### src/common/eas_pkg.sv
/*
 * constants for the event/action sequencer: selector codes, table size,
 * scan timing and input function codes.
 * assumes a 10 MHz system clock.
 */
`default_nettype none
package eas_pkg;
    localparam int          MAX_PAIRS      = 20;
    localparam int          IDX_W          = 5;
    localparam int          SEL_W          = 8;
    localparam int          TIMER_W        = 24;
    localparam int          PRESET_W       = 2;
    // scan interval and clock rate
    localparam int          CLK_HZ         = 10_000_000;
    localparam int          SCAN_US        = 100;
    localparam int          SCAN_CYCLES    = SCAN_US * (CLK_HZ / 1_000_000);
    localparam int          SCAN_W         = 12;
    // event selector encodings
    localparam logic [7:0]  EV_FALSE       = 8'h00;
    localparam logic [7:0]  EV_TRUE        = 8'h01;
    localparam logic [7:0]  EV_ON_REF      = 8'h04;
    localparam logic [7:0]  EV_TIMEOUT0    = 8'h1e;
    // action selector encodings
    localparam logic [7:0]  ACT_NONE       = 8'h01;
    localparam logic [7:0]  ACT_PRESET0    = 8'h0a;
    localparam logic [7:0]  ACT_PRESET1    = 8'h0b;
    localparam logic [7:0]  ACT_TIMER0     = 8'h1d;
    // digital input function encodings
    localparam logic [3:0]  DIN_NOP        = 4'h0;
    localparam logic [3:0]  DIN_STOP_INV   = 4'h6;
    localparam logic [3:0]  DIN_START      = 4'h8;
    localparam logic [3:0]  DIN_LATCH_START = 4'h9;
    // reset values
    localparam logic [4:0]  IDX_FIRST      = 5'h00;
    localparam logic [1:0]  PRESET_RST     = 2'h0;
    typedef enum logic [1:0] {EAS_FREE, EAS_RAMP_UP, EAS_RUN,
                              EAS_RAMP_DOWN} eas_motor_t;
endpackage
`default_nettype wire

### src/hdl/eas_sequencer.sv
/*
 * event/action sequencer of a motor drive with start/stop input handling.
 * assumes settings come from same-clock logic; pins are asynchronous.
 */
// Notes on behaviour
// - event N pairs only with action N
// - true event runs action and advances pair on the same clock edge
// - only the current pair's event is tested
// - false event: nothing happens, retry next scan
// - start begins at pair one
// - pair count programmable from zero to twenty
// - after last pair wrap to pair one
// - event codes false, true, on-ref, timeout
// - action codes none, preset0, preset1, timer
// - timer0 loads duration, expiry is an event
// - runs only while enable setting on
// - stop ramps down then goes free
// - input function codes nop, stop, start, latched
`timescale 1ns/1ns
`default_nettype none
module eas_sequencer (
    // clock and reset
    input  wire logic                                 clk,
    input  wire logic                                 reset,
    // settings
    input  wire logic                                 sequencer_enable_setting,
    input  wire logic [eas_pkg::IDX_W-1:0]            pair_count,
    input  wire logic [eas_pkg::MAX_PAIRS*8-1:0]      sequencer_event_select,
    input  wire logic [eas_pkg::MAX_PAIRS*8-1:0]      sequencer_action_select,
    input  wire logic [eas_pkg::TIMER_W-1:0]          sequencer_timer_duration,
    input  wire logic [3:0]                           start_pin_function,
    input  wire logic [3:0]                           stop_pin_function,
    // pins and drive status
    input  wire logic                                 start_pin,
    input  wire logic                                 stop_pin,
    input  wire logic                                 at_reference,
    input  wire logic                                 ramp_done,
    // outputs
    output logic [eas_pkg::IDX_W-1:0]                 current_pair,
    output logic [eas_pkg::PRESET_W-1:0]              preset_select,
    output logic                                      action_strobe,
    output logic                                      motor_run,
    output logic                                      ramp_down,
    output logic                                      motor_free
);
    // pin synchronisers
    logic [1:0] start_sync;
    logic [1:0] stop_sync;
    logic [1:0] ref_sync;
    always_ff @(posedge clk) begin
        if (reset) begin
            start_sync <= 2'h0;
            stop_sync  <= '1;   // stop pin idles high: no false stop
            ref_sync   <= 2'h0;
        end else begin
            start_sync <= {start_sync[0], start_pin};
            stop_sync  <= {stop_sync[0], stop_pin};
            ref_sync   <= {ref_sync[0], at_reference};
        end
    end
    wire start_s = start_sync[1];
    wire stop_s  = stop_sync[1];
    wire ref_s   = ref_sync[1];

    // scan interval strobe
    logic [eas_pkg::SCAN_W-1:0] scan_cnt;
    wire scan_end = (scan_cnt == eas_pkg::SCAN_W'(eas_pkg::SCAN_CYCLES - 1));
    logic scan_tick;
    always_ff @(posedge clk) begin
        if (reset) begin
            scan_cnt  <= '0;
            scan_tick <= 1'b0;
        end else begin
            scan_cnt  <= scan_end ? '0 : scan_cnt + 12'h001;
            scan_tick <= scan_end;
        end
    end

    // select the current pair's codes through one generate loop
    logic [7:0] ev_tab  [eas_pkg::MAX_PAIRS];
    logic [7:0] act_tab [eas_pkg::MAX_PAIRS];
    genvar g;
    generate
        for (g = 0; g < eas_pkg::MAX_PAIRS; g++) begin : g_tab
            assign ev_tab[g]  = sequencer_event_select[g*8 +: 8];
            assign act_tab[g] = sequencer_action_select[g*8 +: 8];
        end
    endgenerate
    wire        idx_ok    = current_pair < eas_pkg::IDX_W'(eas_pkg::MAX_PAIRS);
    wire [7:0]  cur_event = idx_ok ? ev_tab[current_pair]
                                   : eas_pkg::EV_FALSE;
    wire [7:0]  cur_act   = idx_ok ? act_tab[current_pair]
                                   : eas_pkg::ACT_NONE;

    // event decode
    logic timer_expired;
    wire event_true = (cur_event == eas_pkg::EV_TRUE) ||
                      (cur_event == eas_pkg::EV_ON_REF && ref_s) ||
                      (cur_event == eas_pkg::EV_TIMEOUT0 && timer_expired);
    // EV_FALSE and unknown codes fall through as false

    // pair count clipped to twenty
    wire [4:0] count_eff = (pair_count > eas_pkg::IDX_W'(eas_pkg::MAX_PAIRS))
                         ? eas_pkg::IDX_W'(eas_pkg::MAX_PAIRS) : pair_count;
    wire active = sequencer_enable_setting &&
                  (count_eff != 5'h00);
    wire step   = active && scan_tick && event_true;
    wire last   = (current_pair + 5'h01) >= count_eff;
    wire [4:0] next_pair = last ? eas_pkg::IDX_FIRST
                                : current_pair + 5'h01;

    // action decode
    wire do_p0    = step && (cur_act == eas_pkg::ACT_PRESET0);
    wire do_p1    = step && (cur_act == eas_pkg::ACT_PRESET1);
    wire do_timer = step && (cur_act == eas_pkg::ACT_TIMER0);

    // pair pointer and action outputs
    always_ff @(posedge clk) begin
        if (reset) begin
            current_pair  <= eas_pkg::IDX_FIRST;
            preset_select <= eas_pkg::PRESET_RST;
            action_strobe <= 1'b0;
        end else begin
            action_strobe <= step;
            if (!sequencer_enable_setting)
                current_pair <= eas_pkg::IDX_FIRST;
            else if (step)
                current_pair <= next_pair;
            if (do_p0)
                preset_select <= 2'h0;
            else if (do_p1)
                preset_select <= 2'h1;
        end
    end

    eas_timer0 u_timer0 (
        .clk      (clk),
        .reset    (reset),
        .start    (do_timer),
        .duration (sequencer_timer_duration),
        .tick     (scan_tick),
        .expired  (timer_expired)
    );

    // start/stop input functions
    wire stop_req = (stop_pin_function == eas_pkg::DIN_STOP_INV) &&
                    !stop_s;
    logic start_latch;
    wire start_req = (start_pin_function == eas_pkg::DIN_START) ? start_s :
                     (start_pin_function == eas_pkg::DIN_LATCH_START)
                     ? (start_s || start_latch) : 1'b0;
    always_ff @(posedge clk) begin
        if (reset)
            start_latch <= 1'b0;
        else if (stop_req)
            start_latch <= 1'b0;
        else if (start_s)
            start_latch <= 1'b1;
    end

    // motor state: ramp down on stop, then free
    eas_pkg::eas_motor_t mstate;
    eas_pkg::eas_motor_t next_mstate;
    wire run_cmd = start_req && !stop_req;
    always_comb begin
        next_mstate = mstate;
        case (mstate)
            eas_pkg::EAS_FREE:
                if (run_cmd) next_mstate = eas_pkg::EAS_RAMP_UP;
            eas_pkg::EAS_RAMP_UP:
                if (!run_cmd) next_mstate = eas_pkg::EAS_RAMP_DOWN;
                else if (ramp_done) next_mstate = eas_pkg::EAS_RUN;
            eas_pkg::EAS_RUN:
                if (!run_cmd) next_mstate = eas_pkg::EAS_RAMP_DOWN;
            eas_pkg::EAS_RAMP_DOWN:
                if (ramp_done) next_mstate = eas_pkg::EAS_FREE;
            default: next_mstate = eas_pkg::EAS_FREE;
        endcase
    end
    always_ff @(posedge clk) begin
        if (reset) begin
            mstate     <= eas_pkg::EAS_FREE;
            motor_run  <= 1'b0;
            ramp_down  <= 1'b0;
            motor_free <= 1'b1;
        end else begin
            mstate     <= next_mstate;
            motor_run  <= next_mstate == eas_pkg::EAS_RAMP_UP ||
                          next_mstate == eas_pkg::EAS_RUN;
            ramp_down  <= next_mstate == eas_pkg::EAS_RAMP_DOWN;
            motor_free <= next_mstate == eas_pkg::EAS_FREE;
        end
    end

    // checks
    hold_false_a: assert property (@(posedge clk) disable iff (reset)
        sequencer_enable_setting && !step |=> $stable(current_pair))
        else $error("pointer moved without a true event");
    step_adv_a: assert property (@(posedge clk) disable iff (reset)
        step && !last && sequencer_enable_setting |=>
        current_pair == $past(current_pair) + 5'h01)
        else $error("pointer did not advance");
    wrap_first_a: assert property (@(posedge clk) disable iff (reset)
        step && last |=> current_pair == 5'h00)
        else $error("no wrap after last pair");
    disable_reset_a: assert property (@(posedge clk) disable iff (reset)
        !sequencer_enable_setting |=> current_pair == 5'h00 && !action_strobe)
        else $error("disabled sequencer not at pair one");
    scan_only_a: assert property (@(posedge clk) disable iff (reset)
        action_strobe |-> $past(scan_tick))
        else $error("action outside scan strobe");
    zero_idle_a: assert property (@(posedge clk) disable iff (reset)
        pair_count == 5'h00 |=> !action_strobe)
        else $error("action with zero pairs");
    preset_set_a: assert property (@(posedge clk) disable iff (reset)
        do_p1 |=> preset_select == 2'h1)
        else $error("preset 1 not selected");
    stop_ramp_a: assert property (@(posedge clk) disable iff (reset)
        mstate == eas_pkg::EAS_RUN && stop_req |=> ramp_down)
        else $error("stop did not ramp down");
    cov_wrap_c: cover property (@(posedge clk) step && last);
    cov_timer_c: cover property (@(posedge clk) do_timer);
    cov_free_c: cover property (@(posedge clk)
        ramp_down ##1 motor_free);
endmodule // eas_sequencer
`default_nettype wire

### src/hdl/eas_timer0.sv
/*
 * timer 0: loads its duration on start and flags expiry until restarted.
 * assumes start comes from logic on the same clock.
 */
`timescale 1ns/1ns
`default_nettype none
module eas_timer0 (
    // clock and reset
    input  wire logic                          clk,
    input  wire logic                          reset,
    // control
    input  wire logic                          start,
    input  wire logic [eas_pkg::TIMER_W-1:0]   duration,
    input  wire logic                          tick,
    // status
    output logic                               expired
);
    logic [eas_pkg::TIMER_W-1:0] count;
    logic                        running;
    wire                         last_tick = running && tick &&
                                             (count <= 24'h000001);

    // load on start, count scan ticks down, flag at zero
    always_ff @(posedge clk) begin
        if (reset) begin
            count   <= '0;
            running <= 1'b0;
            expired <= 1'b0;
        end else if (start) begin
            count   <= duration;
            running <= 1'b1;
            expired <= 1'b0;
        end else if (last_tick) begin
            count   <= '0;
            running <= 1'b0;
            expired <= 1'b1;
        end else if (running && tick) begin
            count   <= count - 24'h000001;
        end
    end

    timer_load_a: assert property (@(posedge clk) disable iff (reset)
        start |=> running && !expired)
        else $error("timer did not load on start");
endmodule // eas_timer0
`default_nettype wire

### config.mk
export PLATFORM = sky130hd
export DESIGN_NAME = eas_sequencer
export DESIGN_NICKNAME = d
export VERILOG_FILES = /design/src/common/eas_pkg.sv /design/src/hdl/eas_sequencer.sv /design/src/hdl/eas_timer0.sv
export SDC_FILE = /design/constraint.sdc
export NUM_CORES = 1
export LEC_CHECK = 0
export ABC_AREA = 1
export CORE_AREA = 2 2 144 146
export CTS_BUF_LIST = sky130_fd_sc_hd__clkbuf_16
export DETAILED_ROUTE_END_ITERATION = 16
export DIE_AREA = 0 0 146 148
export DONT_BUFFER_PORTS = 1
export PLACE_DENSITY = 0.53
export SYNTH_ARGS = -nofsm -noshare
export SYNTH_HDL_FRONTEND = slang
export SYNTH_SLANG_ARGS = --single-unit
### constraint.sdc
create_clock -name clk -period 2.14 [get_ports clk]
set_clock_uncertainty 0.2 [all_clocks]
set_input_delay 0.107 -clock clk [delete_from_list [all_inputs] [get_ports clk]]
set_output_delay 0.107 -clock clk [all_outputs]
set_load 0.005 [all_outputs]
==> metrics.md <==
| Metric | Value |
|---|---|
| Run status | finished with violations |
| Global placer's final weighted congestion | about 0.9 |
| Required time of the worst setup path | between 2 and 2.5 ns |
| Number of nets in the final layout | between 1.5k and 2k |
| Highest clock frequency the design can meet | roughly 0.36 GHz |
| Global route hottest layer | met2 |
| Pin count of the biggest net entering global routing | 44 |
| Period utilization | 129% |
| Startpoint type of the worst setup path | flip-flop |
| Failing checks | negative setup slack |
| Deepest clock path buffer count | 2 |
| Aggregate routed wire length | around 32000 µm |
| Top post-synthesis cells by count | sky130_fd_sc_hd__nand2_1 (462), sky130_fd_sc_hd__nor2_1 (209), sky130_fd_sc_hd__inv_1 (195), sky130_fd_sc_hd__nand3_1 (169), sky130_fd_sc_hd__o21ai_0 (82) |
| FF-to-FF path depth | 20 |
| Full die area | 21600 µm² |
| IO buf count | 0 |
| TritonCTS clock tree | built |
| Sum Neg Setup Slack | -18.83 ns |
| Placeable core region | 20000 µm² |
| Clock transition at path regs | 0.05 ns |
| Via count of the routed design | about 9.8k |
| Final min period | 2.76 ns |
| Final ANT Viol Nets | 0 |
| Initial antenna violation count | 2 |
| Ratio of total power to cell area | 319 nW/µm² |
| TritonRoute pass-1 iters | 5 |
| Count of warnings emitted by yosys | 0 |
| Count of state elements after synthesis | 58 |
| Worst supply voltage drop on vdd | about 0.00048 V |
| Number of clock sinks | 58 |
| Post-synth net total | about 1.8k |
| Tightest Hold Check Type | in -> reg |
| 1st-iter DRT viols | roughly 600 |
| Utilization after layout | 51.9% |
| Setup violation total in the final timing report | 33 |
| Setup CP Type | reg -> reg |
| Synthesis-to-layout area growth | 35.9% |
| Count leader, synth | sky130_fd_sc_hd__nand2_1 |
| Final Hold Violating Endpoints | 0 |
| Effective utilization at floorplan | a little under two fifths |
| Library cell with the largest summed area after synthesis | sky130_fd_sc_hd__nand2_1 |
| Library cell contributing the largest single delay on the critical path | sky130_fd_sc_hd__dfxtp_4 |
| Number of max-slew violations in the final report | 0 |
| P_leak | ~5.3 nW |
| CP endpoint kind | flip-flop |
| Critical path launch point | current_pair[0]$_SDFFE_PP0P_ |
| Overflow left after global routing | 0 |
| Buffer cell driving the clock tree root | sky130_fd_sc_hd__clkbuf_16 |
| Distinct cell type count of the synthesized netlist | between 40 and 50 |
| Routing usage on met2 | between 40% and 50% |
| Met3 track utilization from global routing | between 7 and 8% |
| CP Depth | 20 |
| Arrival time worst endpoint | around 2.8 ns |
| Final routed DRC violation total | 0 |
| Most frequent cell on the critical path | sky130_fd_sc_hd__nand2_1 |
| Share of synthesized flip-flops with an asynchronous set or reset | 0% |
| Critical register-to-register path endpoint | u_timer0.count[18]$_SDFFE_PP0P_ |
| Dominant delay contributor by cell family on the critical path | simple AND/OR/NAND/NOR gates |
| Chain of cells forming the critical path | buf_6, inv_6, clkbuf_16, nand2_1, nand3_1, nand2_1, nand2_1, nand2_1, inv_1, nand2_1, nand2_1, nand2_2, nand3_1, nand2_1, nand2_2, nor2_4, clkbuf_16, nand3b_1, nand2_1, a21oi_1 |
| Met1 Track Usage GR | 32.2% |
| Die Span X | 146 µm |
| Post-synthesis cell count | approximately 1.5k |
| Worst path bufs/invs | 5 |
| Critical register-to-register path startpoint | current_pair[0]$_SDFFE_PP0P_ |
| Share of the synthesized area in the top cell type | 22.7% |
| Delay of the slowest cell on the worst path | ~0.47 ns |
| Number of placement rows | 52 |
| R2R setup slack | -0.62 ns |
| Setup crit end | u_timer0.count[18]$_SDFFE_PP0P_ |
| Count of pins on the block boundary | 375 |
| Proportion of layout cells with a drive suffix above 1 | between 10% and 20% |
| Setup repair after global routing missed its margin | yes |
| Clock latency on the worst-skew pair | about 0.33 ns |
| H-tree depth | 3 |
| Area of the mapped netlist | approximately 7700 µm² |
| Number of stages on the worst hold path | 6 |
| Number of global-route vias before repair | between 9k and 10k |
| Half-perimeter wire length after detailed placement | about 23000 µm |
| Fillcell total | 2110 |
| Num CTS Buffers | 9 |
| Portion of the post-synthesis area used by sequential elements | roughly 15% |
| Height of the die | 148 µm |
| Number of violations of the max-capacitance limit | 0 |
| Vias per inst | 5.23 |
| Dominant synthesized flop cell | sky130_fd_sc_hd__dfxtp_1 |
| Maximum fanout count along the critical path | 10 |
| Hold Slack | 0.00854 ns |
| Final routed wire length divided by cell count | ~17 µm |
| Synthesized area per cell | approximately 5.2 µm² |
| Global-route wire length before repair | approximately 47000 µm |
| Largest cells by area after synthesis | sky130_fd_sc_hd__nand2_1 (23%), sky130_fd_sc_hd__dfxtp_1 (15%), sky130_fd_sc_hd__nand3_1 (11%) |
| Total routing usage reported by global routing | between 20% and 30% |
| Minimum setup slack in the final design | -0.624 ns |
| Final Total Pwr | 3.31 mW |
| EDFF count, synth | 0 |
[state kept, by name (all words and copies together) (netlist names), 2 cells and up]
register / cells
scan_cnt: 12
stop_sync: 2
start_sync: 2
current_pair: 5
mstate: 2
ref_sync: 2
u_timer0.count: 24
[layout make-up]
cell class	instances	area [µm²]	share of cell area (%)
timing repair inverter	1	8.76	0.0842
clock buffer	9	225	2.16
multi-input combinational	1122	5450	52.4
antenna	2	5.00	0.0481
inverter	204	778	7.48
tap	270	338	3.25
clock inverter	6	106	1.02
sequential	58	1170	11.2
timing repair buffer	207	2320	22.3
[power by group]
| group | internal (mW) | total (mW) | switching [mW] | leakage, nW |
|---|---|---|---|---|
| clock network | 1.12 | 1.63 | 0.508 | 0.159 |
| registers | 1.12 | 1.14 | 0.0217 | 0.473 |
| logic | 0.249 | 0.546 | 0.297 | 4.63 |
| total | 2.49 | 3.31 | 0.827 | 5.26 |
[timing repair]
| action | CTS | global route |
|---|---|---|
| setup buffers | 7 | 9 |
| resized for setup | 47 | 73 |
| endpoints found under the setup margin | 33 | 35 |
| pin swaps | 4 | 11 |
| hold buffers | 39 | 0 |
| cloned | 9 | 11 |
| endpoints found under the hold margin | 46 | 0 |
[worst min-delay path by stage]
stage,startpoint,end,slack (ns)
3_5_place_dp,reset,u_timer0.count[14]$_SDFFE_PP0P_,-0.02
2_1_floorplan,stop_pin,stop_sync[0]$_SDFF_PP1_,0.01
4_1_cts,ramp_done,motor_run$_SDFF_PP0_,0.01
6_report,ramp_done,motor_run$_SDFF_PP0_,0.009
5_1_grt,ramp_done,ramp_down$_SDFF_PP0_,0.08
3_3_place_gp,reset,start_sync[0]$_SDFF_PP0_,-0.02
[layer usage]
layer  wire [µm]  vias to the layer above  share of wire, %
li1            -                     4896                 -
met1       12700                     4412                40
met2       15000                      436                47
met3        2700                       84               8.5
met4        1290                        0               4.1
met5           0                        -                 0
[worst min-delay path, stage by stage]
cell and delay, ns:
sky130_fd_sc_hd__inv_1 0.03, sky130_fd_sc_hd__nand2_1 0.04, sky130_fd_sc_hd__nand2_1 0.08, sky130_fd_sc_hd__ha_1 0.13
sky130_fd_sc_hd__inv_1 0.03, sky130_fd_sc_hd__nor2_1 0.07
[cell families after synthesis]
| kind of cell | synth area share [%] |
|---|---|
| and+or+nand+nor | 50.1 |
| buffers and inverters | 18.0 |
| DFF | 15.2 |
| AOI/OAI and AO/OA | 13.5 |
| xor gates and xnor gates | 1.26 |
| other | 0.0490 |
| adders and majority gates | 1.80 |
[layout by cell type, fill, tap and decap left out, types with 5 or more instances in the layout]
cell | synthesis | layout
sky130_fd_sc_hd__a21oi_1 | 49 | 44
sky130_fd_sc_hd__a21oi_2 | 0 | 5
sky130_fd_sc_hd__buf_12 | 1 | 22
sky130_fd_sc_hd__buf_16 | 0 | 8
sky130_fd_sc_hd__buf_4 | 15 | 118
sky130_fd_sc_hd__buf_6 | 23 | 10
sky130_fd_sc_hd__clkbuf_16 | 0 | 17
sky130_fd_sc_hd__dfxtp_1 | 58 | 55
sky130_fd_sc_hd__dlygate4sd3_1 | 0 | 38
sky130_fd_sc_hd__ha_1 | 11 | 11
sky130_fd_sc_hd__inv_1 | 195 | 193
sky130_fd_sc_hd__inv_2 | 5 | 8
sky130_fd_sc_hd__nand2_1 | 462 | 429
sky130_fd_sc_hd__nand2_2 | 0 | 31
sky130_fd_sc_hd__nand3_1 | 169 | 145
sky130_fd_sc_hd__nand3_2 | 1 | 24
sky130_fd_sc_hd__nand3b_1 | 22 | 22
sky130_fd_sc_hd__nand4_1 | 9 | 9
sky130_fd_sc_hd__nor2_1 | 209 | 200
sky130_fd_sc_hd__nor2_2 | 2 | 8
sky130_fd_sc_hd__nor2_4 | 2 | 5
sky130_fd_sc_hd__nor3_1 | 12 | 12
sky130_fd_sc_hd__nor4_1 | 9 | 9
sky130_fd_sc_hd__o211ai_1 | 9 | 9
sky130_fd_sc_hd__o21ai_0 | 82 | 72
sky130_fd_sc_hd__o21ai_1 | 24 | 29
sky130_fd_sc_hd__o22ai_1 | 13 | 11
sky130_fd_sc_hd__or2_2 | 6 | 6
sky130_fd_sc_hd__xor2_1 | 7 | 7
[metrics by stage]
stage                     std cells  instance area, µm²  setup slack [ns]
after floorplan                1470                7730            -0.202
after global placement         1788                8650            -0.577
after detailed placement       1788                8650            -0.606
after CTS                      1858                9860            -0.516
after global routing           1878               10400            -0.794
final                          1879               10400            -0.624
Power figures use the tool's default switching activity.
